$ cat config.mk
export PLATFORM = sky130hd
export DESIGN_NAME = rsf_frame_gen
export DESIGN_NICKNAME = d
export VERILOG_FILES = /design/src/rtl/rsf_pkg.sv /design/src/rtl/rsf_frame_gen.sv
export VERILOG_INCLUDE_DIRS = /design/src /design/src/rtl
export SDC_FILE = /design/constraint.sdc
export NUM_CORES = 1
export LEC_CHECK = 0
export ABC_AREA = 1
export BUFFER_PORTS_ARGS = -buffer_cell sky130_fd_sc_hd__clkbuf_2
export CORE_MARGIN = 4
export CORE_UTILIZATION = 50
export CTS_BUF_LIST = sky130_fd_sc_hd__clkbuf_4 sky130_fd_sc_hd__clkbuf_8
export CTS_CLUSTER_SIZE = 25
export DETAILED_ROUTE_END_ITERATION = 10
export HOLD_SLACK_MARGIN = 0.03
export PLACE_DENSITY = 0.65
export REMOVE_ABC_BUFFERS = 1
export SYNTH_ARGS = -nofsm -noshare
export SYNTH_HDL_FRONTEND = slang
export SYNTH_SLANG_ARGS = --single-unit
$ cat constraint.sdc
create_clock -name i_ref_clk -period 11.3 [get_ports i_ref_clk]
set_input_delay 0.565 -clock i_ref_clk [delete_from_list [all_inputs] [get_ports i_ref_clk]]
set_output_delay 0.565 -clock i_ref_clk [all_outputs]
set_load 0.005 [all_outputs]
$ cat src/rtl/rsf_defs.svh
// Constants for the radio sample frame generator
`ifndef RSF_DEFS_SVH
`define RSF_DEFS_SVH

// ****************************************
// Frame layout
// ****************************************
`define RSF_FRAME_ID      8'hB7
`define RSF_FRAME_BYTES   5082
`define RSF_PAIRS         1250
`define RSF_PAIR_LAST     11'h4E1
`define RSF_SUB_LAST      7'h7C
`define RSF_META_SLOTS    7'h08
`define RSF_RAD_BYTES     4'h5
`define RSF_STATUS_LSB    4
`define RSF_ACC_W         40
`define RSF_TAG_W         24

// ****************************************
// Timing
// ****************************************
`define RSF_CLK_NS        100
`define RSF_FRAME_NS      1024000000
`define RSF_LOAD_CYC      24'h000002

// ****************************************
// Test patterns
// ****************************************
`define RSF_IMPULSE_VAL   16'sh0080
`define RSF_IMPULSE_LEN   16'h0002
`define RSF_SQ_AMP        16'sh0100
`define RSF_SQ_LO_BIT     13
`define RSF_SQ_MID_BIT    8
`define RSF_SQ_HI_BIT     6
`define RSF_LFSR_SEED     16'hACE1

`endif

$ cat src/rtl/rsf_pkg.sv
// Types for the radio sample frame generator
package rsf_pkg;
`include "rsf_defs.svh"

	typedef logic [2:0] rsf_sel_t;

	typedef enum logic [1:0] {RSF_OFF, RSF_ARMED, RSF_RUN} rsf_mode_t;

	typedef enum logic [2:0] {
		RSF_SRC_ADC, RSF_SRC_IMPULSE, RSF_SRC_SQ_LO, RSF_SRC_SQ_MID,
		RSF_SRC_PRN_ONE, RSF_SRC_PRN_FULL, RSF_SRC_SQ_HI, RSF_SRC_ZERO
	} rsf_src_t;

	typedef struct packed {
		rsf_mode_t           mode;
		logic                pps_m;
		logic                pps_s;
		logic                pps_d;
		rsf_sel_t            sel;
		logic [23:0]         timer;
		logic [10:0]         pair;
		logic [6:0]          sub_k;
		logic [15:0]         scnt;
		logic [15:0]         lfsr;
		logic signed [15:0]  smp_prev;
		logic [`RSF_ACC_W-1:0] acc;
		logic [`RSF_TAG_W-1:0] tag;
		logic [`RSF_ACC_W-1:0] rad_snap;
		logic [`RSF_TAG_W-1:0] tag_snap;
		logic [55:0]         q_bytes;
		logic [2:0]          q_cnt;
		logic                fs_pend;
		logic [7:0]          byte_out;
		logic                byte_vld;
		logic                fs_out;
	} rsf_state_t;
endpackage

$ cat src/rtl/rsf_frame_gen.sv
// Radio sample frame generator: test source, radiometry, time tags, byte stream
`timescale 1ns/1ps
`include "rsf_defs.svh"

module rsf_frame_gen #(
	parameter int ADC_W     = 12,
	parameter int FRAME_CYC = `RSF_FRAME_NS / `RSF_CLK_NS
) (
	// Clock and reset
	input  wire logic                    i_ref_clk,
	input  wire logic                    i_rst_n,
	// Host commands and timing
	input  wire logic                    i_power_on,
	input  wire logic                    i_pps,
	input  wire rsf_pkg::rsf_sel_t       i_test_sel,
	// Converter
	input  wire logic signed [ADC_W-1:0] i_adc_sample,
	// Output frame stream
	output logic [7:0]                   o_byte,
	output logic                         o_byte_valid,
	output logic                         o_frame_start,
	output logic                         o_running
);
	import rsf_pkg::*;

	// One pair slot per PAIR_CYC cycles; must be at least 7 for the byte queue
	localparam int          PAIR_CYC  = FRAME_CYC / `RSF_PAIRS;
	localparam logic [23:0] PAIR_LAST = 24'(PAIR_CYC - 1);

	rsf_state_t         q;
	rsf_state_t         d;
	logic               pps_rise;
	logic               tick;
	logic               load;
	logic signed [15:0] adc16;
	logic signed [15:0] smp;
	logic [39:0]        sq;
	logic [39:0]        acc_sum;
	logic [7:0]         status;
	logic [7:0]         meta;
	logic [55:0]        qv;

	// ****************************************
	// Functions
	// ****************************************
	function automatic logic [39:0] square40(input logic signed [15:0] s);
		logic signed [31:0] w;
		w = 32'(s);
		return 40'($unsigned(w * w));
	endfunction

	function automatic logic signed [15:0] pick_sample(input rsf_sel_t sel,
			input logic [15:0] n, input logic [15:0] prn, input logic signed [15:0] adc);
		logic signed [15:0] r;
		r = 16'sh0000;
		case (rsf_src_t'(sel))
			RSF_SRC_ADC:      r = adc;
			RSF_SRC_IMPULSE:  r = (n < `RSF_IMPULSE_LEN) ? `RSF_IMPULSE_VAL : 16'sh0000;
			RSF_SRC_SQ_LO:    r = n[`RSF_SQ_LO_BIT] ? -`RSF_SQ_AMP : `RSF_SQ_AMP;
			RSF_SRC_SQ_MID:   r = n[`RSF_SQ_MID_BIT] ? -`RSF_SQ_AMP : `RSF_SQ_AMP;
			RSF_SRC_PRN_ONE:  r = prn[0] ? -16'sh0001 : 16'sh0001;
			RSF_SRC_PRN_FULL: r = $signed(prn);
			RSF_SRC_SQ_HI:    r = n[`RSF_SQ_HI_BIT] ? -`RSF_SQ_AMP : `RSF_SQ_AMP;
			RSF_SRC_ZERO:     r = 16'sh0000;
			default:          r = 16'sh0000;
		endcase
		return r;
	endfunction

	// Radiometry bytes first, then time tag, both MSB first
	function automatic logic [7:0] meta_byte(input logic [6:0] k,
			input logic [39:0] rad, input logic [23:0] tag);
		logic [39:0] rs;
		logic [23:0] ts;
		rs = rad >> (8 * (4 - k));
		ts = tag >> (8 * (7 - k));
		return (k < 7'(`RSF_RAD_BYTES)) ? rs[7:0] : ts[7:0];
	endfunction

	// ****************************************
	// Next state
	// ****************************************
	assign adc16    = 16'(i_adc_sample);
	assign pps_rise = q.pps_s & ~q.pps_d;
	assign tick     = (q.mode == RSF_RUN) && (q.timer == 24'h000000);
	assign load     = (q.mode == RSF_RUN) && (q.timer == `RSF_LOAD_CYC);
	assign smp      = pick_sample(q.sel, q.scnt, q.lfsr, adc16);
	assign sq       = square40(smp);
	assign acc_sum  = q.acc + sq;
	assign status   = {1'b0, q.sel, 4'h0};
	assign meta     = meta_byte(q.sub_k, q.rad_snap, q.tag_snap);

	always_comb begin
		d          = q;
		qv         = 56'h0;
		// Only the second stage reads the first; edge detect uses stages two and three
		d.pps_m    = i_pps;
		d.pps_s    = q.pps_m;
		d.pps_d    = q.pps_s;
		d.smp_prev = smp;
		d.byte_vld = 1'b0;
		d.fs_out   = 1'b0;
		d.lfsr     = {q.lfsr[14:0], q.lfsr[15] ^ q.lfsr[13] ^ q.lfsr[12] ^ q.lfsr[10]};
		if (q.q_cnt != 3'h0) begin
			d.byte_out = q.q_bytes[55:48];
			d.byte_vld = 1'b1;
			d.fs_out   = q.fs_pend;
			d.fs_pend  = 1'b0;
			d.q_bytes  = {q.q_bytes[47:0], 8'h00};
			d.q_cnt    = q.q_cnt - 3'h1;
		end
		case (q.mode)
			RSF_OFF: begin
				if (i_power_on) begin
					d.mode = RSF_ARMED;
				end
			end
			RSF_ARMED: begin
				if (pps_rise) begin
					d.mode  = RSF_RUN;
					d.timer = 24'h000000;
					d.pair  = 11'h000;
					d.sub_k = 7'h00;
					d.tag   = '0;
					d.acc   = '0;
					d.scnt  = 16'h0000;
					d.lfsr  = `RSF_LFSR_SEED;
					d.sel   = i_test_sel;
				end
			end
			RSF_RUN: begin
				// Wraps forever; only power-off leaves this state
				d.timer = (q.timer == PAIR_LAST) ? 24'h000000 : q.timer + 24'h000001;
				d.scnt  = q.scnt + 16'h0001;
				d.acc   = acc_sum;
				if (tick && q.pair == 11'h000) begin
					// Full previous-frame sum goes out as first value of the new frame
					d.rad_snap = acc_sum;
					d.acc      = '0;
					d.scnt     = 16'h0000;
					d.sel      = i_test_sel;
				end else if (tick && q.sub_k == 7'h00) begin
					d.rad_snap = acc_sum;
				end
				if (tick && q.sub_k == 7'h00) begin
					d.tag_snap = q.tag;
					d.tag      = q.tag + 24'h000001;
				end
				if (load) begin
					// I/Q taken two samples after the boundary, so the new source is in use
					qv = {`RSF_FRAME_ID, status, smp, q.smp_prev, meta};
					if (q.pair != 11'h000) begin
						qv = {qv[39:0], 16'h0000};
					end
					d.q_bytes = qv;
					d.q_cnt   = 3'h4 + ((q.sub_k < `RSF_META_SLOTS) ? 3'h1 : 3'h0)
						+ ((q.pair == 11'h000) ? 3'h2 : 3'h0);
					d.fs_pend = (q.pair == 11'h000);
					d.pair    = (q.pair == `RSF_PAIR_LAST) ? 11'h000 : q.pair + 11'h001;
					d.sub_k   = (q.sub_k == `RSF_SUB_LAST) ? 7'h00 : q.sub_k + 7'h01;
				end
			end
			default: d.mode = RSF_OFF;
		endcase
		if (!i_power_on) begin
			d.mode  = RSF_OFF;
			d.q_cnt = 3'h0;
		end
	end

	// ****************************************
	// State register
	// ****************************************
	always_ff @(posedge i_ref_clk or negedge i_rst_n) begin
		if (!i_rst_n) begin
			q <= '0;
		end else begin
			q <= d;
		end
	end

	assign o_byte        = q.byte_out;
	assign o_byte_valid  = q.byte_vld;
	assign o_frame_start = q.fs_out;
	assign o_running     = (q.mode == RSF_RUN);

	logic [31:0] gap_cnt;
	logic        gap_seen;
	logic [12:0] byte_cnt;
	always_ff @(posedge i_ref_clk or negedge i_rst_n) begin
		if (!i_rst_n) begin
			gap_cnt  <= 32'h0;
			gap_seen <= 1'b0;
			byte_cnt <= 13'h0;
		end else begin
			gap_cnt  <= o_frame_start ? 32'h1 : gap_cnt + 32'h1;
			gap_seen <= (o_frame_start | gap_seen) & o_running;
			byte_cnt <= o_frame_start ? 13'h1 : byte_cnt + 13'(o_byte_valid);
		end
	end
endmodule // rsf_frame_gen

==> impl_results.rst, run 1 <==
.. list-table::
   :header-rows: 1

   * - Metric
     - Value
   * - Initial core utilization
     - 50.7%
   * - Largest stage delay, worst path
     - 1000 ps
   * - Synth Area in Compound Gates
     - 7.37%
   * - Outcome
     - finished, final reports clean
   * - Cell repeated most along the worst path
     - sky130_fd_sc_hd__fa_1
   * - Count leader, synth
     - sky130_fd_sc_hd__nand2_1
   * - Total count of hold-check failures in the final report
     - 0
   * - Largest fanout on the critical path
     - 25
   * - Source-to-sink clock delay at the later pin of the worst-skew pair
     - 660 ps
   * - Distinct cells, synth
     - 52
   * - TritonCTS clock tree
     - yes
   * - Flip-flop and latch count after synthesis
     - 296
   * - Async S/R FF share, synth
     - 100%
   * - Min Clock Period, post-route
     - 9480 ps
   * - Port-buffer cells
     - 29
   * - Number of H-tree levels
     - 2
   * - Crit path buffers/inverters
     - 5
   * - Cell family with most CP delay
     - adder cells
   * - Cell with the largest stage delay on the worst path
     - sky130_fd_sc_hd__fa_1
   * - Core area
     - 52800 µm²
   * - Number of global-route vias before repair
     - 22500
   * - I/O Pins
     - 30
   * - Proportion of netlist area held by the largest area contributor
     - 27.7%
   * - Number of synthesized flops with an enable pin
     - 0
   * - Main combinational cell family by area after synthesis
     - simple AND/OR/NAND/NOR gates
   * - GR Util All Layers
     - 26.6%
   * - Final setup violating endpoints
     - 0
   * - Arrival time of the worst setup path
     - 10010 ps
   * - Largest net degree at the start of global routing
     - 116
   * - Horiz. Die Dim
     - 239 µm
   * - Gate count after technology mapping
     - 3581
   * - Clk root buf
     - sky130_fd_sc_hd__clkbuf_8
   * - Total negative slack for setup checks
     - 0 ps
   * - Net count of the finished layout
     - 3980
   * - Via-per-instance ratio
     - 5.24
   * - Average wire length per cell after detail routing
     - 17.0 µm
   * - Die Outline Area
     - 57300 µm²
   * - Most frequent cells after synthesis
     - sky130_fd_sc_hd__nand2_1 (993), sky130_fd_sc_hd__inv_1 (624), sky130_fd_sc_hd__nor2_1 (344)
   * - Max Buffers Root-to-Sink
     - 3
   * - Max Cap Viol
     - 0
   * - Fraction of the mapped netlist area in simple logic gates
     - 26.9%
   * - Diodes inserted
     - 0
   * - Relative slew slack
     - 30.4%
   * - Weighted congestion reported at the end of routability-driven placement
     - 0.946
   * - Critical Path Sink Type
     - flip-flop
   * - Proportion of layout cells with a drive suffix above 1
     - 6.52%
   * - DR DRC count
     - 0
   * - Total wire length
     - 73.7 mm
   * - Number of antenna violations at the first check in global routing
     - 0
   * - Final Cycle Share
     - 83.9%
   * - Number of nets with antenna violations after routing
     - 0
   * - Post-Synthesis Mean Instance Area
     - 7.47 µm²
   * - Synth Cell Area
     - 26800 µm²
   * - Largest clock skew in the final design
     - 49.7 ps
   * - Layout-stage area growth over the synthesis result
     - 6.92%
   * - Total congestion overflow
     - 0
   * - Top post-synthesis cells by area
     - sky130_fd_sc_hd__dfrtp_1 (28%), sky130_fd_sc_hd__fa_1 (18%), sky130_fd_sc_hd__nand2_1 (14%)
   * - Number of pins with negative max-slew slack in the final report
     - 0
   * - Unrepaired setup endpoints after global routing
     - no
   * - Arithmetic-cell share of the synthesized area counting full adders, half adders and majority gates
     - 24.0%
   * - Drt first pass iters
     - 8
   * - Non-filler cells, final
     - 4321
   * - Clock slew at reported path FFs
     - 60 ps
   * - Post-Synth XOR/XNOR Area
     - 2.88%
   * - Required time worst endpoint
     - 11840 ps
   * - Worst-margin pin slew
     - 1040 ps
   * - Placement row count
     - 84
   * - Sequential element share of the synthesized area
     - 27.7%
   * - Placed Cells
     - 4223
   * - Drt initial violations
     - 1547
   * - Via count of the routed design
     - 22600
   * - Upper clock frequency limit
     - 106 MHz
   * - Synth Flop Type
     - sky130_fd_sc_hd__dfrtp_1
   * - Fraction of synthesized area in multiplexers
     - 0%
   * - Leading area contributor after synthesis
     - sky130_fd_sc_hd__dfrtp_1
   * - Launching element type of the critical path
     - flip-flop
   * - Die Span Y
     - 239 µm
   * - First-pass GRT wire length
     - 122 mm
   * - Placed wire-length estimate
     - 56.7 mm
   * - Class of the most critical setup path
     - flip-flop to flip-flop
   * - Worst hold path type
     - input pin to flip-flop
   * - Clock tree sinks
     - 296
   * - Cts bufs inserted
     - 53
   * - Synth Warn #
     - 0
repair_timing:
| action | CTS | global route |
|---|---|---|
| gates resized for setup | 0 | 0 |
| hold buffers | 2 | 0 |
| setup buffers | 0 | 0 |
| hold endpoints to repair | 28 | 0 |
path summary, 6_finish.rpt:
kind	from	cells past startpoint	to	slack (ps)
worst max-delay path	q[288]$_DFFE_PN0P_	32	q[129]$_DFFE_PN0P_	1820
worst min-delay path	i_power_on	3	q[12]$_DFF_PN0_	230
worst max register to register	q[288]$_DFFE_PN0P_	32	q[129]$_DFFE_PN0P_	1820
worst min register to register	d[292]$_DFF_PN0_	0	d[291]$_DFF_PN0_	350
max in group asynchronous	i_rst_n	4	q[186]$_DFFE_PN0P_	8480
min in group asynchronous	i_rst_n	2	q[280]$_DFFE_PN0P_	550
registers in the layout (all words and copies together) (netlist names):
signal and cells:
o_frame_start 1, q 284, o_byte_valid 1, o_byte 8, d 2
worst min-delay path: stages:
cell and delay [ps]:
sky130_fd_sc_hd__clkbuf_2 130, sky130_fd_sc_hd__inv_1 60, sky130_fd_sc_hd__a211oi_1 40
cells by family after synthesis:
| kind of cell | after synthesis |
|---|---|
| and+or+nand+nor | 1721 |
| buffers and inverters | 756 |
| xor gates and xnor gates | 88 |
| DFF | 296 |
| AOI/OAI and AO/OA | 351 |
| adders and majority gates | 369 |
cells in the final DEF, fill, tap and decap left out, types with 24 or more instances in the layout:
cell and count:
sky130_fd_sc_hd__ha_1 129, sky130_fd_sc_hd__nor3_1 58, sky130_fd_sc_hd__nand4_1 49, sky130_fd_sc_hd__nor2_1 344, sky130_fd_sc_hd__inv_1 624, sky130_fd_sc_hd__inv_2 29, sky130_fd_sc_hd__clkbuf_2 28, sky130_fd_sc_hd__dfrtp_1 296
sky130_fd_sc_hd__xnor2_1 24, sky130_fd_sc_hd__a21oi_1 89, sky130_fd_sc_hd__fa_1 240, sky130_fd_sc_hd__clkbuf_8 67, sky130_fd_sc_hd__xor2_1 64, sky130_fd_sc_hd__nand3_1 211, sky130_fd_sc_hd__o21ai_0 166, sky130_fd_sc_hd__nand2_1 992
layout make-up:
type | instances | area [µm²]
sequential | 296 | 7410
clock inverter | 12 | 111
multi-input combinational | 2529 | 16400
clock buffer | 84 | 1050
inverter | 658 | 2470
tap | 688 | 861
timing repair buffer | 54 | 348
fill | 5156 | 24100
stage by stage:
stage | setup slack, ps | hold WS (ps) | instance area (µm²) | util [%]
finish | 1820 | 227 | 28600 | 54.2
global route | 1060 | 221 | 28600 | 54.2
CTS | 1830 | 181 | 28600 | 54.2
detailed placement | 1850 | 338 | 27400 | 52.0
global placement | 1810 | 335 | 27400 | 52.0
floorplan | 3290 | 269 | 26200 | -
layer usage:
metal	track usage, %	share of wire [%]	routed length, µm
met4	8.43	3.4	2480
met5	0	0	0
met3	3.86	5.7	4180
met2	41.1	44	32400
met1	38.8	47	34600
Power of run 1 is left out: the tool's default activity adds up to more than one toggle a clock period on the data nets, which glitch-free logic cannot reach.
==> run 2, diff against run 1 <==
- ABC_AREA: 1 -> 0
- PLACE_DENSITY: 0.65 -> 0.66
- clock period: 11.3 -> 8.9 ns (I/O delays scaled with it)
==> run 2 against run 1 <==
The run now ends with negative setup slack left. Sequential cell count unchanged. Cell count shrank 15%. Utilization rose by 8.4 points. Critical endpoint is now q[196]$_DFFE_PN0P_. Largest cell class unchanged. Count of clock-buffer cells in the layout decreased by 9.
==> impl_results.rst, run 2 <==
.. list-table::
   :header-rows: 1

   * - Metric
     - Value
   * - Cell repeated most along the worst path
     - sky130_fd_sc_hd__buf_6
   * - Clock tree sinks
     - 296
   * - Most frequent standard cell in the layout excluding fill and tap cells
     - sky130_fd_sc_hd__nand2_1
   * - Final Cycle Share
     - 102%
   * - Count leader, synth
     - sky130_fd_sc_hd__nand2_1
   * - Launching element type of the critical path
     - flip-flop
   * - Average wire length per cell after detail routing
     - 18.4 µm
   * - Layout-stage area growth over the synthesis result
     - 23.2%
   * - Largest net degree at the start of global routing
     - 184
   * - Flip-flop count of the largest register, all copies and words added
     - 284
   * - Max Cap Viol
     - 0
   * - Upper clock frequency limit
     - 111 MHz
   * - Number of pins with negative max-slew slack in the final report
     - 0
   * - Most frequent cells after synthesis
     - sky130_fd_sc_hd__nand2_1 (435), sky130_fd_sc_hd__inv_1 (357), sky130_fd_sc_hd__dfrtp_1 (296)
   * - Min Clock Period, post-route
     - 9030 ps
   * - Synth Flop Type
     - sky130_fd_sc_hd__dfrtp_1
   * - Proportion of layout cells with a drive suffix above 1
     - 25.2%
   * - Class of the most critical setup path
     - flip-flop to flip-flop
   * - Number of global-route vias before repair
     - 20700
   * - Number of synthesized flops with an enable pin
     - 0
   * - Top post-synthesis cells by area
     - sky130_fd_sc_hd__dfrtp_1 (30%), sky130_fd_sc_hd__fa_1 (20%), sky130_fd_sc_hd__nand2_1 (6.7%)
   * - Total negative slack for setup checks
     - -533 ps
   * - Gate count after technology mapping
     - 2710
   * - Proportion of netlist area held by the largest area contributor
     - 30.4%
   * - Total congestion overflow
     - 0
   * - Weighted congestion reported at the end of routability-driven placement
     - 0.891
   * - Initial core utilization
     - 50.8%
   * - Slack of the worst reg-to-reg path
     - -130 ps
   * - Number of H-tree levels
     - 2
   * - Max Buffers Root-to-Sink
     - 3
   * - Worst hold path depth
     - 3
   * - Worst hold path type
     - input pin to flip-flop
   * - Async S/R FF share, synth
     - 100%
   * - Number of antenna violations at the first check in global routing
     - 0
   * - Sequential element share of the synthesized area
     - 30.4%
   * - Diodes inserted
     - 0
   * - Total wire length
     - 67.4 mm
   * - DR DRC count
     - 0
   * - Post-layout worst setup margin
     - -134 ps
   * - Horiz. Die Dim
     - 229 µm
   * - Capture instance of the worst register-to-register path
     - q[196]$_DFFE_PN0P_
   * - Hold path endpoint
     - q[289]$_DFFE_PN0P_
   * - Core area
     - 47900 µm²
   * - Clock slew at reported path FFs
     - 70 ps
   * - Worst-margin pin slew
     - 1330 ps
   * - Drt initial violations
     - 1662
   * - Flip-flop and latch count after synthesis
     - 296
   * - Drt first pass iters
     - 6
   * - Port-buffer cells
     - 29
   * - Post-Synthesis Mean Instance Area
     - 8.99 µm²
   * - Critical Path Sink Type
     - flip-flop
   * - Clk root buf
     - sky130_fd_sc_hd__clkbuf_8
   * - Via count of the routed design
     - 20500
   * - Source-to-sink clock delay at the later pin of the worst-skew pair
     - 600 ps
   * - Largest clock skew in the final design
     - 22.2 ps
   * - Via-per-instance ratio
     - 5.59
   * - Largest fanout on the critical path
     - 15
   * - Cell family with most CP delay
     - adder cells
   * - Final setup violating endpoints
     - 9
   * - Synth Warn #
     - 0
   * - Placed wire-length estimate
     - 49.8 mm
   * - Outcome
     - finished with violations
   * - I/O Pins
     - 30
   * - Distinct cells, synth
     - 78
   * - Unrepaired setup endpoints after global routing
     - yes
   * - Total count of hold-check failures in the final report
     - 0
   * - Violated checks
     - negative setup slack
   * - First-pass GRT wire length
     - 108 mm
   * - GR Util All Layers
     - 25.2%
   * - Synth Cell Area
     - 24400 µm²
   * - Relative slew slack
     - 10.9%
   * - Most flop-heavy register
     - q
   * - Launch point of the worst reg-to-reg path
     - q[288]$_DFFE_PN0P_
   * - Largest stage delay, worst path
     - 620 ps
   * - Critical hold path startpoint
     - i_test_sel[1]
   * - Die Outline Area
     - 52300 µm²
   * - Arrival time of the worst setup path
     - 9530 ps
   * - Die Span Y
     - 229 µm
   * - Net count of the finished layout
     - 3401
   * - Cell with the largest stage delay on the worst path
     - sky130_fd_sc_hd__fa_2
   * - Leading cell types in the layout, fill and taps excluded
     - sky130_fd_sc_hd__nand2_1 (412), sky130_fd_sc_hd__inv_1 (317), sky130_fd_sc_hd__buf_4 (305)
   * - TritonCTS clock tree
     - yes
   * - Placement row count
     - 80
   * - Required time worst endpoint
     - 9400 ps
   * - Number of nets with antenna violations after routing
     - 0
   * - Leading area contributor after synthesis
     - sky130_fd_sc_hd__dfrtp_1
   * - Worst reg2reg path depth
     - 37
   * - Cts bufs inserted
     - 49
   * - Crit path buffers/inverters
     - 9
-- run 2: changes by cell type after synthesis, moves of 39 or more --
cell                       change
sky130_fd_sc_hd__nand2_1     -558
sky130_fd_sc_hd__inv_1       -267
sky130_fd_sc_hd__nand3_1     -158
sky130_fd_sc_hd__nor2_1      -129
sky130_fd_sc_hd__clkbuf_1     +59
sky130_fd_sc_hd__a31oi_1      +52
sky130_fd_sc_hd__a21o_1       +39
-- run 2: worst min-delay path, stage by stage --
cell and delay, ps:
sky130_fd_sc_hd__clkbuf_2 80, sky130_fd_sc_hd__nand2_1 80, sky130_fd_sc_hd__o21ai_0 80
-- run 2: what timing repair did --
item,CTS,global route
endpoints found under the hold margin,114,0
hold buffers,2,0
gates resized for setup,146,226
gates cloned,1,0
pin swaps,89,109
setup buffers,27,34
endpoints found under the setup margin,35,40
-- run 2: worst max-delay path by stage --
| stage | startpoint | to | depth (start not counted) |
|---|---|---|---|
| after floorplan | q[288]$_DFFE_PN0P_ | q[190]$_DFFE_PN0P_ | 34 |
| after global placement | q[288]$_DFFE_PN0P_ | q[196]$_DFFE_PN0P_ | 39 |
| after detailed placement | q[288]$_DFFE_PN0P_ | q[190]$_DFFE_PN0P_ | 40 |
| after CTS | q[288]$_DFFE_PN0P_ | q[196]$_DFFE_PN0P_ | 38 |
| after global routing | q[288]$_DFFE_PN0P_ | q[196]$_DFFE_PN0P_ | 39 |
| final | q[288]$_DFFE_PN0P_ | q[196]$_DFFE_PN0P_ | 37 |
-- run 2: logic make-up after synthesis --
family / count (synthesis) / synth area share, %
flops: 296 / 30.4
fa+ha+maj: 369 / 26.3
simple gates: 892 / 15.9
xor+xnor: 97 / 3.49
compound gates: 520 / 13.5
mux: 50 / 2.60
buf+inv: 486 / 7.72
-- run 2: metrics by stage --
step                      instances  worst slack [ps]  cell area, µm²  hold slack (ps)  utilization [%]
after global routing           3661              -417           30000             95.5             62.6
after CTS                      3634              7.80           28800             97.5             60.2
after detailed placement       3522              -616           27000              351             56.4
final                          3661              -134           30000              116             62.6
after global placement         3522              -464           27000              335             56.4
after floorplan                2589             -1020           23900              149                -
-- run 2: layout make-up --
class / instances / area (µm²)
inverters: 365 / 1400
flip-flops and latches: 296 / 7410
multi-input cells: 1928 / 16400
repair buffers: 373 / 2950
clock inverters: 9 / 105
fillers: 3928 / 17900
well taps: 615 / 769
clock buffers: 75 / 951
-- run 2: layer usage --
layer	vias up	part of all wire (%)	GRT usage, %
met5	-	0	0
met4	0	3.3	7.48
met3	150	6.5	4.04
met2	664	47	40.3
met1	10200	43	35.9
li1	9495	-	-
Power of run 2 is left out for the same reason.
